==> config.mk <==
export PLATFORM = sky130hd
export DESIGN_NAME = modbus_slave_end_flat
export DESIGN_NICKNAME = d
export VERILOG_FILES = /design/src/logic/modbus_pkg.sv /design/src/logic/modbus_link_if.sv /design/src/logic/modbus_slave_end.sv /design/src/flat_wrapper.sv
export SDC_FILE = /design/constraint.sdc
export NUM_CORES = 1
export LEC_CHECK = 0
export BUFFER_PORTS_ARGS = -buffer_cell sky130_fd_sc_hd__buf_2
export CORE_UTILIZATION = 35
export DETAILED_ROUTE_END_ITERATION = 8
export MAX_ROUTING_LAYER = met4
export PLACE_DENSITY_LB_ADDON = 0.15
export SLEW_MARGIN = 40
export SYNTH_ARGS = -nofsm -noshare
export SYNTH_HDL_FRONTEND = slang
export SYNTH_SLANG_ARGS = --single-unit
==> constraint.sdc <==
create_clock -name CLK -period 4 [get_ports CLK]
set_clock_uncertainty 0.05 [all_clocks]
set_input_delay 0.2 -clock CLK [delete_from_list [all_inputs] [get_ports CLK]]
set_output_delay 0.2 -clock CLK [all_outputs]
set_load 0.01 [all_outputs]
==> src/logic/modbus_pkg.sv <==
package modbus_pkg;
	localparam logic [7:0]  FN_WRITE_ONE  = 8'h06;
	localparam logic [7:0]  FN_DIAG       = 8'h08;
	localparam logic [7:0]  FN_WRITE_MANY = 8'h10;
	localparam logic [7:0]  FN_EXC_FLAG   = 8'h80;
	localparam logic [7:0]  EXC_BAD_FUNC  = 8'h01;
	localparam logic [7:0]  EXC_BAD_ADDR  = 8'h02;
	localparam logic [7:0]  EXC_BAD_DATA  = 8'h03;
	localparam logic [7:0]  EXC_SLAVE     = 8'h04;
	localparam logic [15:0] SUB_ECHO      = 16'h0000;
	localparam logic [16:0] ADDR_LIMIT    = 17'h02000;
	localparam logic [15:0] CRC_INIT      = 16'hffff;
	localparam logic [15:0] CRC_POLY      = 16'ha001;
	localparam int          MAX_REGS      = 16;
	localparam int          FIXED_LEN     = 8;
	localparam int          MANY_HDR      = 9;
	localparam int          ECHO_LEN      = 6;
	localparam int          EXC_LEN       = 3;
	localparam int          MANY_DATA_POS = 7;
	localparam int          TIMEOUT_CYC   = 1024;

	// Reflected CRC-16, one byte; a whole frame with its check appended leaves zero
	function automatic logic [15:0] crc_step(input logic [15:0] c, input logic [7:0] d);
		logic [15:0] r;
		r = c ^ {8'h00, d};
		for (int i = 0; i < 8; i++)
		begin
			r = r[0] ? ((r >> 1) ^ CRC_POLY) : (r >> 1);
		end
		return r;
	endfunction : crc_step
endpackage : modbus_pkg

==> src/logic/modbus_link_if.sv <==
`timescale 1ns/1ps
interface modbus_link_if;
	logic       q_valid; // Query byte strobe
	logic [7:0] q_data;  // Query byte
	logic       q_last;  // Final byte of query
	logic       r_valid; // Response byte strobe
	logic [7:0] r_data;  // Response byte
	logic       r_last;  // Final byte of response

	modport mst (output q_valid, output q_data, output q_last, input r_valid, input r_data, input r_last);
	modport dev (input q_valid, input q_data, input q_last, output r_valid, output r_data, output r_last);
endinterface : modbus_link_if

==> src/logic/modbus_slave_end.sv <==
// Operation
// - 06h stores one word, echoes whole query
// - Master uses 10h for 32-bit parameters
// - 08h sub-function 00h echoes query unchanged
// - Master checks echoed diagnostic data matches
// - 10h writes up to 16 consecutive registers
// - Registers committed in ascending address order
// - Earlier writes kept on later exception
// - Master sends both halves together
// - 10h: address, count, bytecount, words high-first
// - 10h reply: address, function, start, count, check
// - CRC-16 ends every frame, low byte first
// - Address beyond 1FFFh gives exception 02h; a 10h run whose last register is 1FFFh gets it too
// - Bad count or bytecount gives exception 03h
// - Even address upper half, odd lower
// - Other diagnostic sub-function gives exception 01h
`timescale 1ns/1ps
module modbus_slave_end #(
	parameter int MAX_REGS = modbus_pkg::MAX_REGS
) (
	modbus_link_if.dev        LINK,      // Byte link to master
	input  wire logic         CLK,       // 125 MHz clock
	input  wire logic         RSTN,      // Async reset, active low
	input  wire logic [7:0]   OWN_ADDR,  // This slave's address
	input  wire logic         WR_REJECT, // Value out of range, valid while WR_EN
	output logic              WR_EN,     // Register write strobe
	output logic      [15:0]  WR_ADDR,   // Register address
	output logic      [15:0]  WR_DATA    // Register value
);
	localparam int FRAME_MAX = modbus_pkg::MANY_HDR + 2 * MAX_REGS;
	localparam int IW        = $clog2(FRAME_MAX + 1);

	if (MAX_REGS < 1 || MAX_REGS > 16)
	begin : g_bad_regs
		$error("MAX_REGS must lie in 1..16");
	end

	typedef enum logic [2:0] {S_RX, S_CHECK, S_WRITE, S_WACK, S_SEND} state_e;

	state_e        state;
	logic [7:0]    fbuf [FRAME_MAX];
	logic [IW-1:0] rx_cnt;
	logic          overflow;
	logic [15:0]   rx_crc;
	logic [15:0]   tx_crc;
	logic [IW-1:0] tx_idx;
	logic [IW-1:0] resp_len;
	logic          exc;
	logic [7:0]    exc_code;
	logic [15:0]   wr_ptr;
	logic [15:0]   left;
	logic [IW-1:0] dptr;

	logic [15:0] f_start;
	logic [15:0] f_word;
	logic [16:0] need_len;
	logic [16:0] end_addr;
	logic        chk_drop;
	logic        chk_write;
	logic [7:0]  chk_code;
	logic [7:0]  tx_byte;

	assign f_start  = {fbuf[2], fbuf[3]};
	assign f_word   = {fbuf[4], fbuf[5]};
	assign need_len = 17'(modbus_pkg::MANY_HDR) + {f_word, 1'b0};
	assign end_addr = {1'b0, f_start} + {1'b0, f_word};

	always_comb
	begin
		chk_drop  = (rx_crc != 16'h0000) || (rx_cnt < IW'(4)) || (fbuf[0] != OWN_ADDR);
		chk_write = 1'b0;
		chk_code  = 8'h00;
		case (fbuf[1])
			modbus_pkg::FN_WRITE_ONE:
			begin
				if (rx_cnt != IW'(modbus_pkg::FIXED_LEN))
					chk_code = modbus_pkg::EXC_BAD_DATA;
				else if ({1'b0, f_start} >= modbus_pkg::ADDR_LIMIT)
					chk_code = modbus_pkg::EXC_BAD_ADDR;
				else
					chk_write = 1'b1;
			end
			modbus_pkg::FN_DIAG:
			begin
				if (f_start != modbus_pkg::SUB_ECHO)
					chk_code = modbus_pkg::EXC_BAD_FUNC;
				else if (rx_cnt != IW'(modbus_pkg::FIXED_LEN))
					chk_code = modbus_pkg::EXC_BAD_DATA;
			end
			modbus_pkg::FN_WRITE_MANY:
			begin
				if (f_word == 16'h0000 || f_word > 16'(MAX_REGS) || overflow
					|| fbuf[6] != {f_word[6:0], 1'b0} || {{(17-IW){1'b0}}, rx_cnt} != need_len)
					chk_code = modbus_pkg::EXC_BAD_DATA;
				else if (end_addr >= modbus_pkg::ADDR_LIMIT)
					chk_code = modbus_pkg::EXC_BAD_ADDR;
				else
					chk_write = 1'b1;
			end
			default:
				chk_code = modbus_pkg::EXC_BAD_FUNC;
		endcase
	end

	// Response body is the head of the query, or its exception rewrite
	always_comb
	begin
		if (tx_idx == resp_len)
			tx_byte = tx_crc[7:0];
		else if (tx_idx > resp_len)
			tx_byte = tx_crc[15:8];
		else if (exc && tx_idx == IW'(1))
			tx_byte = fbuf[1] | modbus_pkg::FN_EXC_FLAG;
		else if (exc && tx_idx == IW'(2))
			tx_byte = exc_code;
		else
			tx_byte = fbuf[tx_idx];
	end

	// Frame capture; bytes arriving while busy are ignored, master is half-duplex
	always_ff @(posedge CLK or negedge RSTN)
	begin
		if (!RSTN)
		begin
			rx_cnt   <= '0;
			overflow <= 1'b0;
			rx_crc   <= modbus_pkg::CRC_INIT;
		end
		else if (state == S_RX && LINK.q_valid)
		begin
			rx_crc <= modbus_pkg::crc_step(rx_crc, LINK.q_data);
			if (rx_cnt < IW'(FRAME_MAX))
				rx_cnt <= rx_cnt + IW'(1);
			else
				overflow <= 1'b1;
		end
		else if (state == S_CHECK)
		begin
			rx_cnt   <= '0;
			overflow <= 1'b0;
			rx_crc   <= modbus_pkg::CRC_INIT;
		end
	end

	// Buffer holds no reset; it is only read after a full frame refills it
	always_ff @(posedge CLK)
	begin
		if (state == S_RX && LINK.q_valid && rx_cnt < IW'(FRAME_MAX))
			fbuf[rx_cnt] <= LINK.q_data;
	end

	always_ff @(posedge CLK or negedge RSTN)
	begin
		if (!RSTN)
		begin
			state    <= S_RX;
			resp_len <= '0;
			exc      <= 1'b0;
			exc_code <= 8'h00;
			wr_ptr   <= 16'h0000;
			left     <= 16'h0000;
			dptr     <= '0;
			WR_EN    <= 1'b0;
			WR_ADDR  <= 16'h0000;
			WR_DATA  <= 16'h0000;
		end
		else
		begin
			unique case (state)
				S_RX:
				begin
					if (LINK.q_valid && LINK.q_last)
						state <= S_CHECK;
				end
				S_CHECK:
				begin
					exc      <= (chk_code != 8'h00);
					exc_code <= chk_code;
					resp_len <= (chk_code != 8'h00) ? IW'(modbus_pkg::EXC_LEN) : IW'(modbus_pkg::ECHO_LEN);
					wr_ptr   <= f_start;
					left     <= (fbuf[1] == modbus_pkg::FN_WRITE_ONE) ? 16'h0001 : f_word;
					dptr     <= (fbuf[1] == modbus_pkg::FN_WRITE_ONE) ? IW'(4) : IW'(modbus_pkg::MANY_DATA_POS);
					if (chk_drop)
						state <= S_RX;
					else if (chk_write)
						state <= S_WRITE;
					else
						state <= S_SEND;
				end
				S_WRITE:
				begin
					WR_EN   <= 1'b1;
					WR_ADDR <= wr_ptr;
					WR_DATA <= {fbuf[dptr], fbuf[IW'(dptr + IW'(1))]};
					state   <= S_WACK;
				end
				S_WACK:
				begin
					WR_EN <= 1'b0;
					if (WR_REJECT)
					begin
						// Words already committed stay; no rollback
						exc      <= 1'b1;
						exc_code <= modbus_pkg::EXC_SLAVE;
						resp_len <= IW'(modbus_pkg::EXC_LEN);
						state    <= S_SEND;
					end
					else if (left == 16'h0001)
						state <= S_SEND;
					else
					begin
						wr_ptr <= wr_ptr + 16'h0001;
						left   <= left - 16'h0001;
						dptr   <= IW'(dptr + IW'(2));
						state  <= S_WRITE;
					end
				end
				S_SEND:
				begin
					if (tx_idx > resp_len)
						state <= S_RX;
				end
			endcase
		end
	end

	always_ff @(posedge CLK or negedge RSTN)
	begin
		if (!RSTN)
		begin
			tx_idx       <= '0;
			tx_crc       <= modbus_pkg::CRC_INIT;
			LINK.r_valid <= 1'b0;
			LINK.r_data  <= 8'h00;
			LINK.r_last  <= 1'b0;
		end
		else if (state == S_SEND)
		begin
			LINK.r_valid <= 1'b1;
			LINK.r_data  <= tx_byte;
			LINK.r_last  <= (tx_idx > resp_len);
			tx_idx       <= IW'(tx_idx + IW'(1));
			if (tx_idx < resp_len)
				tx_crc <= modbus_pkg::crc_step(tx_crc, tx_byte);
		end
		else
		begin
			tx_idx       <= '0;
			tx_crc       <= modbus_pkg::CRC_INIT;
			LINK.r_valid <= 1'b0;
			LINK.r_last  <= 1'b0;
		end
	end
endmodule : modbus_slave_end

==> src/flat_wrapper.sv <==
// flat-port wrapper written by rule: the top's interface ports become plain ports
module modbus_slave_end_flat 
#(
	parameter int MAX_REGS = modbus_pkg::MAX_REGS
)
  (CLK, RSTN, OWN_ADDR, WR_REJECT, WR_EN, WR_ADDR, WR_DATA, LINK_q_valid, LINK_q_data, LINK_q_last, LINK_r_valid, LINK_r_data, LINK_r_last);
  modbus_link_if LINK_i ();
  input  wire logic CLK;
  input  wire logic RSTN;
  input  wire logic [7:0] OWN_ADDR;
  input  wire logic WR_REJECT;
  output logic WR_EN;
  output logic      [15:0] WR_ADDR;
  output logic      [15:0] WR_DATA;
  input wire logic [$bits(LINK_i.q_valid)-1:0] LINK_q_valid;
  input wire logic [$bits(LINK_i.q_data)-1:0] LINK_q_data;
  input wire logic [$bits(LINK_i.q_last)-1:0] LINK_q_last;
  output wire logic [$bits(LINK_i.r_valid)-1:0] LINK_r_valid;
  output wire logic [$bits(LINK_i.r_data)-1:0] LINK_r_data;
  output wire logic [$bits(LINK_i.r_last)-1:0] LINK_r_last;
  assign LINK_i.q_valid = LINK_q_valid;
  assign LINK_i.q_data = LINK_q_data;
  assign LINK_i.q_last = LINK_q_last;
  assign LINK_r_valid = LINK_i.r_valid;
  assign LINK_r_data = LINK_i.r_data;
  assign LINK_r_last = LINK_i.r_last;
  modbus_slave_end #(.MAX_REGS(MAX_REGS)) u_core (.LINK(LINK_i), .CLK(CLK), .RSTN(RSTN), .OWN_ADDR(OWN_ADDR), .WR_REJECT(WR_REJECT), .WR_EN(WR_EN), .WR_ADDR(WR_ADDR), .WR_DATA(WR_DATA));
endmodule
# Yosys cells after proc, flatten, opt, wreduce, memory -nomap -nowiden
# Memories as Yosys holds them, arrays and structs flattened. A register that Yosys moved wholly into a read port is not among the register bits.
# Index checks and enable logic that the tools add are counted.
# word_totals
regBits	128
memories	1
inputBits	21
ramBits	328
elab_cells	173
# classes
bitwise	18
n_eq_ne	23
reduce_logical	26
mux	73
addsub	8
order_cmp	7
# memory_table
name	depth	width	rd	rd_clocked_by_memory_dff	write_ports	line_no	text
u_core.fbuf	41	8	10	2	1	modbus_slave_end.sv:41	logic [7:0] fbuf [FRAME_MAX];
# op_table
operator	n
2-to-1 mux 16 bit	25
case mux 16 bit (2 select lines)	2
NOT 2 -> 3 bit	16
2-to-1 mux 6 bit	7
2-to-1 mux 8 bit	5
nonzero test 16 bit	2
bitwise XOR 16 x 8 -> 16 bit	2
case mux 6 bit (2 select lines)	2
case mux 8 bit (3 select lines)	1
2-to-1 mux 3 bit	7
adder 6 x 1 -> 6 bit (second input constant)	3
adder 16 x 16 -> 17 bit	1
adder 4 x 17 -> 17 bit (first input constant)	1
greater-or-equal comparator 17 x 14 -> 1 bit (second input constant)	1
!= test 6 x 17 -> 1 bit	1
adder 16 x 1 -> 16 bit (second input constant)	1
equality test 16 x 1 -> 1 bit (second input constant)	1
greater-or-equal comparator 16 x 14 -> 1 bit (second input constant)	1
> comparator 16 x 5 -> 1 bit (second input constant)	1
zero test 16 bit	1
!= test 8 bit	2
case mux 8 bit (2 select lines)	1
subtractor 16 x 1 -> 16 bit (second input constant)	1
case mux 3 bit (5 select lines)	1
other kinds (28)	69

# Logic depth before layout (Yosys ltp)
# Gate-level depths: netlist (run 1).
# logic_depth
word_depth	25
mapped_depth	17

# Worst setup path before layout (run 1)
# OpenSTA, ideal clock, no wires.
# synth_timing
path_kind	reg2reg
start	register u_core.tx_idx[1]
end	register u_core.tx_crc[0]
t_arrival_ns	3.321
required_time_ns	3.854
path_slack_ns	0.533
setup_ns	0.096
path_stages_with_launch	17
path_cell_list	dfrtp_1 buf_6 buf_4 buf_2 inv_1 ha_1 nand3_1 and3_1 o221a_2 o21ai_0 mux2i_1 xor2_1 xor2_1 xnor3_1 xor2_1 xor2_1 o211ai_2
# synth_between
elab_chain_cells	18
word_cells_on_any_way	31
# synth_lines
item	line_no	text
start, declared	modbus_slave_end.sv:46	logic [IW-1:0] tx_idx;
start signal, assigned	modbus_slave_end.sv:242	tx_idx <= IW'(tx_idx + IW'(1));
branches (longest 18 deep; another with memory (41 x 8 bit))	--	
end signal, assigned	modbus_slave_end.sv:232	tx_crc <= modbus_pkg::CRC_INIT;
end signal, assigned	modbus_slave_end.sv:244	tx_crc <= modbus_pkg::crc_step(tx_crc, tx_byte);
end signal, assigned	modbus_slave_end.sv:249	tx_crc <= modbus_pkg::CRC_INIT;
end, declared	modbus_slave_end.sv:45	logic [15:0] tx_crc;
# Several ways; the timed one is not identified. The select of a mux whose other input is x is not followed.
# A chain may end at the register's enable or synchronous reset.

# Worst setup path in the final report (run 1)
# Ends and elaborated chain as after synthesis.

==> metrics.cfg, run 1 <==
[critical_path]
critPathArrivalTime_ns=4.44
critPathKind=reg2reg
cp-end-kind=register
worstPathMaxFanout=9
r2r-end=u_core.tx_crc[0]$_DFFE_PN1P_
path_cells=buf_12 > buf_4 > mux4_2 > mux2i_1 > o2111a_2 > a31oi_2 > o211ai_1 > mux2i_1 > xor2_1 > xor2_1 > xnor3_2 > xor2_2 > xor2_1 > o211ai_2
cpMostUsedCell=xor2_1
worst_setup_path_start_kind=register
r2r_cells=14
crit_required_ns=4.50
worstReg2RegStart=u_core.tx_idx[1]$_DFF_PN0_
cpPeakStageDelay_ns=0.53
worst_path_max_delay_cell=mux4_2
reg2reg_slack_ns=0.05

[logic_synthesis]
synth_top_cell_area_share_pct=40.1
ys_seq_area_share_pct=52.0
synth_area_leaders=edfxtp_1 40%, mux4_2 22%, dfrtp_1 9.0%
synth_top_area_cell=edfxtp_1
yosysWarnings=0
avgSynthCellArea_um2=14.4
synth_flop_cell=edfxtp_1
synth_most_common_cell=edfxtp_1
synth_edf_count=384
async_flop_share_pct=26.2
synthCells=1994
syn_area_um2=28800
yosys.cell_types.count=86
netlist_top_cells_count=384 x edfxtp_1, 287 x mux4_2, 144 x nor2_1
ys_ff_latch=520

[sta]
tightest_slew_ns=0.802
maxSlewViolCount=0
setup_viol=0
finalCritPeriodShare_pct=98.7
fmaxAchievable_ghz=0.253
setup_ws_ns=0.0540
period_needed_ns=3.95
slew_headroom_pct=46.5
setup_tns_ns=0
hold_viol=0

[floorplan]
num_rows=104
core_area_um2=80900
fp.dieH_um=289
pin_count=64
die-area_um2=83400
die_x_um=289
initial_core_util_pct=35.6

[cts]
clk_pin_slew_ns=0.06
root_buffer=clkbuf_16
cts_tree=yes
insertion_delay_ns=0.63
h-tree-depth=2
cts.sinks=520
max-clock-path-buffers=3
cts_made_buffers=58

[routing]
highest_layer=met4
avgViaCountPerCell=6.04
drtAntennaViolNets=0
wl_met1_um=41800
dr_wl_met3_um=7680
wl_met2_um=45100
wl_um=97800
dr.pass1.iters=5
drc_errors=0
via_count=20000
drt_iter0_drc=2211
wl_per_cell_um=29.6

[place]
hpwl_um=67600
gp_congestion=0.916
post-place-ws_ns=0.0322
io_buffers=63

[finish]
drive_gt1_share_pct=32.6
nets=2248
diodes=0
area_growth_pct=16.9

[power]
leakage_uw=0.0119
power_density_nw_per_um2=599
vdd_drop_max_uv=378

[status]
outcome=complete, no violations

[global_routing]
grt_pass1_wl_um=141000
grt.overflow.total=0
antenna_found_initial=6
grt_max_degree=88
grtUsageTotal_pct=24.1
grt_pass1_vias=19600

[min_path]
min_from=LINK_q_data[7]
holdPathEnd=u_core.fbuf[0][7]$_DFFE_PP_
min_path_cells=1
hold_class=in2reg

[job]
cap_viol_max_count=0

worst max-delay path by stage:
stage	start	endpoint	cells past startpoint
4_1_cts	u_core.tx_idx[2]$_DFF_PN0_	u_core.tx_crc[0]$_DFFE_PN1P_	13
3_5_place_dp	u_core.tx_idx[2]$_DFF_PN0_	u_core.tx_crc[0]$_DFFE_PN1P_	13
2_1_floorplan	u_core.tx_idx[1]$_DFF_PN0_	u_core.tx_crc[0]$_DFFE_PN1P_	16
3_3_place_gp	u_core.tx_idx[2]$_DFF_PN0_	u_core.tx_crc[0]$_DFFE_PN1P_	13
6_report	u_core.tx_idx[1]$_DFF_PN0_	u_core.tx_crc[0]$_DFFE_PN1P_	14
5_1_grt	u_core.tx_idx[1]$_DFF_PN0_	u_core.tx_crc[0]$_DFFE_PN1P_	14
placed cells by master, fill, tap and decap left out, drive strengths merged, types with 14 or more instances in the layout:
cell type    n
and2        14
nand2      127
nand3       49
a21oi       96
conb        32
a22oi       30
a31oi       14
nand4       20
mux2        21
nor2       146
mux2i       83
dfstp       32
xor2        28
nor2b       16
buf        247
mux4       290
nor4        22
xnor2       34
edfxtp     384
nor3        23
o21ai      110
clkbuf      78
clkinv      18
dfrtp      104
inv         23
ha          31
routing by layer:
metal,global-route usage [%],vias up
met5,-,-
met3,3.91,177
li1,-,8392
met1,33.2,10500
met4,7.70,0
met2,36.3,937
area by class of cell:
| type | count | area (µm²) |
|---|---|---|
| fillers | 7386 | 47300 |
| flip-flops and latches | 520 | 15000 |
| multi-input cells | 1338 | 13200 |
| repair buffers | 255 | 2000 |
| clock buffers | 76 | 1660 |
| well taps | 1060 | 1330 |
| clock inverters | 33 | 372 |
| inverters | 22 | 86.3 |
kinds of logic after synthesis:
logic type / count (synthesis) / share of synthesized area [%]
AND/OR/NAND/NOR: 481 / 8.14
buffers and inverters: 167 / 2.78
adder cells (fa/ha/maj): 32 / 1.42
other: 1 / 0.0130
multiplexers: 394 / 26.4
AO/OA/AOI/OAI: 336 / 7.18
XOR/XNOR: 63 / 1.99
flip-flops: 520 / 52.0
registers in the layout, indices dropped and copies added, names as in the netlist:
register / flops
u_core.LINK.r_data: 8
u_core.LINK.r_last: 1
u_core.LINK.r_valid: 1
u_core.WR_ADDR: 16
u_core.WR_DATA: 16
u_core.WR_EN: 1
u_core.dptr: 6
u_core.exc: 1
u_core.exc_code: 3
u_core.fbuf: 384
u_core.left: 16
u_core.overflow: 1
u_core.resp_len: 3
u_core.rx_cnt: 6
u_core.rx_crc: 16
u_core.state: 3
u_core.tx_crc: 16
u_core.tx_idx: 6
u_core.wr_ptr: 16
through the flow:
step	power [µW]	std cells	hold slack, ns	cell area (µm²)	util, %
global route	20900	3304	0.0480	33700	41.6
floorplan	11600	2025	-0.146	28900	-
global placement	14400	3174	0.245	31300	38.7
CTS	20200	3290	0.0327	33500	41.3
detailed placement	14500	3174	0.252	31400	38.7
finish	20100	3304	0.0529	33700	41.6
report_power, final:
part,internal (µW),switching [µW]
Combinational,3420,4300
Clock,3380,2320
Sequential,6250,466
Total,13100,7090
timing repair:
action	in CTS	in global routing
gates cloned	0	2
hold endpoints to repair	73	0
pin swaps	0	6
setup endpoints to repair	1	2
hold buffers	6	0
setup buffers	1	12
gates resized for setup	0	15
critical path, delay by kind of cell (launching register included):
family                 cells  cell delay [ns]
flip-flops                 1             0.39
buffers and inverters      2             0.31
multiplexers               3             1.02
AO/OA/AOI/OAI              4             0.80
XOR/XNOR                   5             1.29
No activity file was read; power rests on OpenSTA's default activity.
==> inputs of run 2 (changes only) <==
Settings changed: CORE_UTILIZATION 35 to 64.
==> metrics.cfg, run 2 (same netlist as run 1, synthesis figures left out) <==
[power]
power_density_nw_per_um2=596  ; was 599 nW/µm²
finalPower_uw=19600  ; was 20100 µW
p_clk_share_pct=27.6  ; was 28.3%
seqPwrFrac_pct=34.6  ; was 33.3%
leakage_uw=0.0117  ; was 0.0119 µW
pwr-share-comb_pct=37.8  ; was 38.3%
vdd_drop_max_uv=559  ; was 378 µV
intPower_uw=12800  ; was 13100 µW
p_sw_uw=6820  ; was 7090 µW
p_sw_share_pct=34.8  ; was 35.2%

[global_routing]
grt_pass1_vias=19800  ; was 19600
grt.overflow.total=0  ; unchanged
grtUsageTotal_pct=40.4  ; was 24.1%
grt_pass1_wl_um=131000  ; was 141000 µm
antenna_found_initial=3  ; was 6
grt_max_degree=111  ; was 88

[critical_path]
worst_setup_path_start_kind=register  ; unchanged
reg2reg_slack_ns=0.09  ; was 0.05 ns
worstReg2RegStart=u_core.tx_idx[0]$_DFF_PN0_  ; was u_core.tx_idx[1]$_DFF_PN0_
critPathKind=reg2reg  ; unchanged
crit_required_ns=4.49  ; was 4.50 ns
r2r-end=u_core.tx_crc[0]$_DFFE_PN1P_  ; unchanged
r2r_cells=15  ; was 14
cp-end-kind=register  ; unchanged
worstPathMaxFanout=6  ; was 9
critPathArrivalTime_ns=4.40  ; was 4.44 ns

[routing]
avgViaCountPerCell=7.35  ; was 6.04
wl_per_cell_um=31.8  ; was 29.6 µm
drtAntennaViolNets=0  ; unchanged
wl_um=89500  ; was 97800 µm
drc_errors=0  ; unchanged
drt_iter0_drc=3253  ; was 2211
dr.pass1.iters=6  ; was 5
via_count=20700  ; was 20000

[cts]
cts.sinks=520  ; unchanged
insertion_delay_ns=0.64  ; was 0.63 ns
cts_tree=yes  ; unchanged
clk_pin_slew_ns=0.06  ; about the same
max-clock-path-buffers=3  ; unchanged
root_buffer=clkbuf_16  ; unchanged
h-tree-depth=2  ; unchanged
cts_made_buffers=55  ; was 58

[job]
cap_viol_max_count=0  ; unchanged

[sta]
finalCritPeriodShare_pct=97.7  ; was 98.7%
setup_ws_ns=0.0931  ; was 0.0540 ns
fmaxAchievable_ghz=0.256  ; was 0.253 GHz
period_needed_ns=3.91  ; was 3.95 ns
hold_viol=0  ; unchanged
setup_viol=0  ; unchanged
slew_headroom_pct=40.4  ; was 46.5%
tightest_slew_ns=0.891  ; was 0.802 ns
maxSlewViolCount=0  ; unchanged

[finish]
drive_gt1_share_pct=32.0  ; was 32.6%
top_register=u_core.fbuf  ; unchanged
final_common_cell=edfxtp_1  ; unchanged
layout_common_cells=384 x edfxtp_1, 287 x mux4_2, 157 x buf_4, 140 x nor2_1, 126 x nand2_1  ; was 384 x edfxtp_1, 287 x mux4_2, 170 x buf_4, 141 x nor2_1, 125 x nand2_1
multi_input_area_um2=13200  ; about the same
largest_reg_flops=384  ; unchanged
nets=2231  ; was 2248
seq_area_um2=15000  ; about the same
area_growth_pct=14.2  ; was 16.9%
fill_cells=2748  ; was 7386

[floorplan]
initial_core_util_pct=64.9  ; was 35.6%
num_rows=77  ; was 104
core_area_um2=44300  ; was 80900 µm²
pin_count=64  ; unchanged
fp.dieH_um=214  ; was 289 µm
die-area_um2=45800  ; was 83400 µm²
die_x_um=214  ; was 289 µm

[place]
post-place-ws_ns=-0.0160  ; was 0.0322 ns
gp_congestion=1.00  ; was 0.916
hpwl_um=60900  ; was 67600 µm
io_buffers=63  ; unchanged

[status]
outcome=complete, no violations  ; unchanged

[min_path]
hold_class=in2async  ; was in2reg

run 2: cell count changes in the layout (fill, tap and decap cells not counted), sizes merged:
cell and change:
clkbuf -1, clkinv +1, clkinvlp -2, buf -13, diode +1, inv -2, dlygate4sd3 -2
run 2: critical path, stage by stage, from the launching register on:
cell and delay (ns):
dfrtp_4 0.56, buf_6 0.17, buf_4 0.14, buf_4 0.13
mux4_2 0.31, mux2_2 0.28, nand2_1 0.06, a31oi_1 0.09
o211ai_1 0.25, mux2i_1 0.31, xor2_1 0.27, xor2_1 0.21
xnor3_1 0.47, xor2_2 0.17, xor2_1 0.18, o211ai_2 0.14
run 2: metal layers:
metal	share of wire, %	up-vias	GRT usage [%]
met2	46	1708	60.1
met4	4.8	0	14.6
met3	14	289	11.1
met5	0	-	-
li1	-	8346	-
met1	36	10400	53.9
run 2: area by class of cell:
type | instances | area share, %
repair buffers | 241 | 5.77
diodes | 1 | 0.00761
well taps | 592 | 2.25
flip-flops and latches | 520 | 45.6
multi-input cells | 1338 | 40.3
clock inverters | 30 | 1.10
clock buffers | 74 | 4.71
inverters | 22 | 0.263
run 2: how the worst max path moves through the flow:
stage | startpoint | to | slack [ns] | cells after the start
3_5_place_dp | u_core.tx_idx[0]$_DFF_PN0_ | u_core.tx_crc[0]$_DFFE_PN1P_ | -0.02 | 13
6_report | u_core.tx_idx[0]$_DFF_PN0_ | u_core.tx_crc[0]$_DFFE_PN1P_ | 0.09 | 15
5_1_grt | u_core.tx_idx[0]$_DFF_PN0_ | u_core.tx_crc[0]$_DFFE_PN1P_ | -0.02 | 15
2_1_floorplan | u_core.tx_idx[1]$_DFF_PN0_ | u_core.tx_crc[0]$_DFFE_PN1P_ | 0.53 | 16
4_1_cts | u_core.tx_idx[0]$_DFF_PN0_ | u_core.tx_crc[0]$_DFFE_PN1P_ | 0.007 | 13
3_3_place_gp | u_core.tx_idx[0]$_DFF_PN0_ | u_core.tx_crc[0]$_DFFE_PN1P_ | 0.15 | 13
run 2: power by group through the flow:
stage	Sequential (µW)	Combinational, µW	Clock (µW)
floorplan	6590	5000	0
global placement	6830	7020	0
detailed placement	6850	7120	0
CTS	6750	7200	5420
global route	6800	7760	5600
finish	6780	7410	5400
run 2: timing repair:
action,in CTS,in global routing
gates cloned,0,3
setup buffers,1,22
hold buffers,4,0
endpoints found under the hold margin,96,0
pin swaps,0,9
resized for setup,1,22
endpoints found under the setup margin,1,2
run 2: through the flow:
stage	cells	utilization (%)	hold slack [ns]	setup TNS, ns	instance area (µm²)
2_1_floorplan	2025	-	-0.146	0	28900
3_3_place_gp	2682	68.9	0.368	0	30500
3_5_place_dp	2682	68.9	0.285	-0.0160	30500
4_1_cts	2791	73.3	0.00643	0	32500
5_1_grt	2818	74.2	0.0301	-0.0175	32900
6_report	2818	74.2	0.00334	0	32900
==> inputs of run 3 (changes only) <==
Settings changed: CORE_UTILIZATION 64 to 50.
==> metrics.cfg, run 3 (same netlist as run 1, synthesis figures left out) <==
[place]
io_buffers=63  ; unchanged
hpwl_um=62700  ; was 60900 µm
placed_cell_area_um2=30800  ; was 30500 µm²
gp_congestion=0.968  ; was 1.00

[cts]
cts_tree=yes  ; unchanged
cts_made_buffers=57  ; was 55
insertion_delay_ns=0.63  ; was 0.64 ns
max-clock-path-buffers=3  ; unchanged
clk_pin_slew_ns=0.06  ; about the same
h-tree-depth=2  ; unchanged
root_buffer=clkbuf_16  ; unchanged
cts.sinks=520  ; unchanged

[sta]
setup_viol=0  ; unchanged
maxSlewViolCount=0  ; unchanged
tightest_slew_ns=0.879  ; was 0.891 ns
period_needed_ns=3.94  ; was 3.91 ns
slew_headroom_pct=41.4  ; was 40.4%
fmaxAchievable_ghz=0.254  ; was 0.256 GHz
hold_viol=0  ; unchanged
finalCritPeriodShare_pct=98.5  ; was 97.7%

[routing]
dr.pass1.iters=8  ; was 6
avgViaCountPerCell=6.82  ; was 7.35
via_count=20300  ; was 20700
drtAntennaViolNets=0  ; unchanged
wl_um=90500  ; was 89500 µm
drc_errors=0  ; unchanged
wl_per_cell_um=30.4  ; was 31.8 µm
drt_iter0_drc=2601  ; was 3253

[global_routing]
grtUsageTotal_pct=31.9  ; was 40.4%
grt.overflow.total=0  ; unchanged
grt_pass1_wl_um=133000  ; was 131000 µm
grt_pass1_vias=19500  ; was 19800
antenna_found_initial=1  ; was 3
grt_max_degree=97  ; was 111

[critical_path]
r2r_cells=13  ; was 15
critPathArrivalTime_ns=4.43  ; was 4.40 ns
worstReg2RegStart=u_core.tx_idx[1]$_DFF_PN0_  ; was u_core.tx_idx[0]$_DFF_PN0_
r2r-end=u_core.tx_crc[0]$_DFFE_PN1P_  ; unchanged
cp-end-kind=register  ; unchanged
critPathKind=reg2reg  ; unchanged
worstPathMaxFanout=13  ; was 6
startpoint=u_core.tx_idx[1]$_DFF_PN0_  ; was u_core.tx_idx[0]$_DFF_PN0_
endpoint=u_core.tx_crc[0]$_DFFE_PN1P_  ; unchanged
crit_required_ns=4.50  ; was 4.49 ns
worst_setup_path_start_kind=register  ; unchanged
reg2reg_slack_ns=0.06  ; was 0.09 ns

[finish]
utilization_pct=58.2  ; was 74.2%
final_common_cell=edfxtp_1  ; unchanged
largest_reg_flops=384  ; unchanged
fill_cells=4511  ; was 2748
drive_gt1_share_pct=31.9  ; was 32.0%
diodes=0  ; was 1
nets=2222  ; was 2231
area_growth_pct=14.5  ; was 14.2%
top_register=u_core.fbuf  ; unchanged
layout_common_cells=384 x edfxtp_1, 287 x mux4_2, 147 x buf_4, 135 x nor2_1, 125 x nand2_1  ; was 384 x edfxtp_1, 287 x mux4_2, 157 x buf_4, 140 x nor2_1, 126 x nand2_1
finalInstanceArea_um2=33000  ; was 32900 µm²

[power]
vdd_drop_max_uv=398  ; was 559 µV
finalPower_uw=19500  ; was 19600 µW
power_density_nw_per_um2=592  ; was 596 nW/µm²
leakage_uw=0.0116  ; was 0.0117 µW

[floorplan]
die_x_um=242  ; was 214 µm
die-area_um2=58500  ; was 45800 µm²
fp.dieH_um=242  ; was 214 µm
core_area_um2=56600  ; was 44300 µm²
initial_core_util_pct=50.8  ; was 64.9%
pin_count=64  ; unchanged
num_rows=87  ; was 77

[min_path]
hold_class=in2async  ; unchanged

[job]
cap_viol_max_count=0  ; unchanged

[status]
outcome=complete, no violations  ; unchanged

run 3: final cells by class:
cell class	count	area [µm²]	share of cell area (%)
sequential	520	15000	45.5
multi-input combinational	1338	13300	40.3
clock buffer	77	1620	4.90
clock inverter	31	255	0.774
inverter	22	82.6	0.251
timing repair buffer	230	1800	5.47
tap	756	946	2.87
run 3: worst min path at each step:
| stage | start | endpoint | slack (ns) | cells past startpoint |
|---|---|---|---|---|
| 3_5_place_dp | RSTN | u_core.WR_ADDR[13]$_DFFE_PN0P_ | 0.25 | 1 |
| 2_1_floorplan | RSTN | u_core.LINK.r_data[0]$_DFFE_PN0P_ | -0.15 | 0 |
| 3_3_place_gp | RSTN | u_core.WR_ADDR[13]$_DFFE_PN0P_ | 0.33 | 1 |
| 5_1_grt | RSTN | u_core.WR_ADDR[13]$_DFFE_PN0P_ | 0.03 | 2 |
| 4_1_cts | LINK_q_data[5] | u_core.rx_crc[11]$_DFFE_PN1N_ | 0.07 | 4 |
| 6_report | RSTN | u_core.WR_ADDR[14]$_DFFE_PN0P_ | 0.004 | 2 |
run 3: timing repair:
item,CTS,global route
gates cloned,0,1
endpoints found under the setup margin,1,2
endpoints found under the hold margin,82,0
pin swaps,0,5
buffers inserted,0,13
hold buffers,4,0
gates resized for setup,1,17
run 3: metal layers:
| metal | share of wire (%) | GRT usage, % | vias to the layer above |
|---|---|---|---|
| met2 | 46 | 47.2 | 1328 |
| met3 | 11 | 5.46 | 220 |
| met1 | 39 | 45.1 | 10400 |
| met5 | 0 | - | - |
| met4 | 3.8 | 11.1 | 0 |
| li1 | - | - | 8346 |
run 3: report_power, final:
part	internal, µW	leakage [µW]	switching (µW)
sequential	6250	0.00515	502
clock	3030	0.000894	2250
combinational	3400	0.00560	4080
run 3: metrics by stage:
step | instances | hold slack, ns | setup WS (ns) | TNS (ns)
global placement | 2847 | 0.327 | 0.0764 | 0
CTS | 2959 | 0.0719 | 0.0408 | 0
floorplan | 2025 | -0.146 | 0.533 | 0
detailed placement | 2847 | 0.254 | 0.0134 | 0
global route | 2974 | 0.0277 | -0.0397 | -0.0397
finish | 2974 | 0.00392 | 0.0616 | 0
run 3: worst max-delay path, stage by stage (launching register included):
cell	delay, ns
dfrtp_2	0.50
buf_12	0.18
mux4_1	0.56
mux2i_1	0.17
o2111a_1	0.23
a31oi_1	0.14
o211ai_1	0.27
mux2i_1	0.36
xor2_1	0.26
xor2_1	0.18
xnor3_1	0.47
xor2_2	0.18
xor2_1	0.16
o211ai_2	0.14
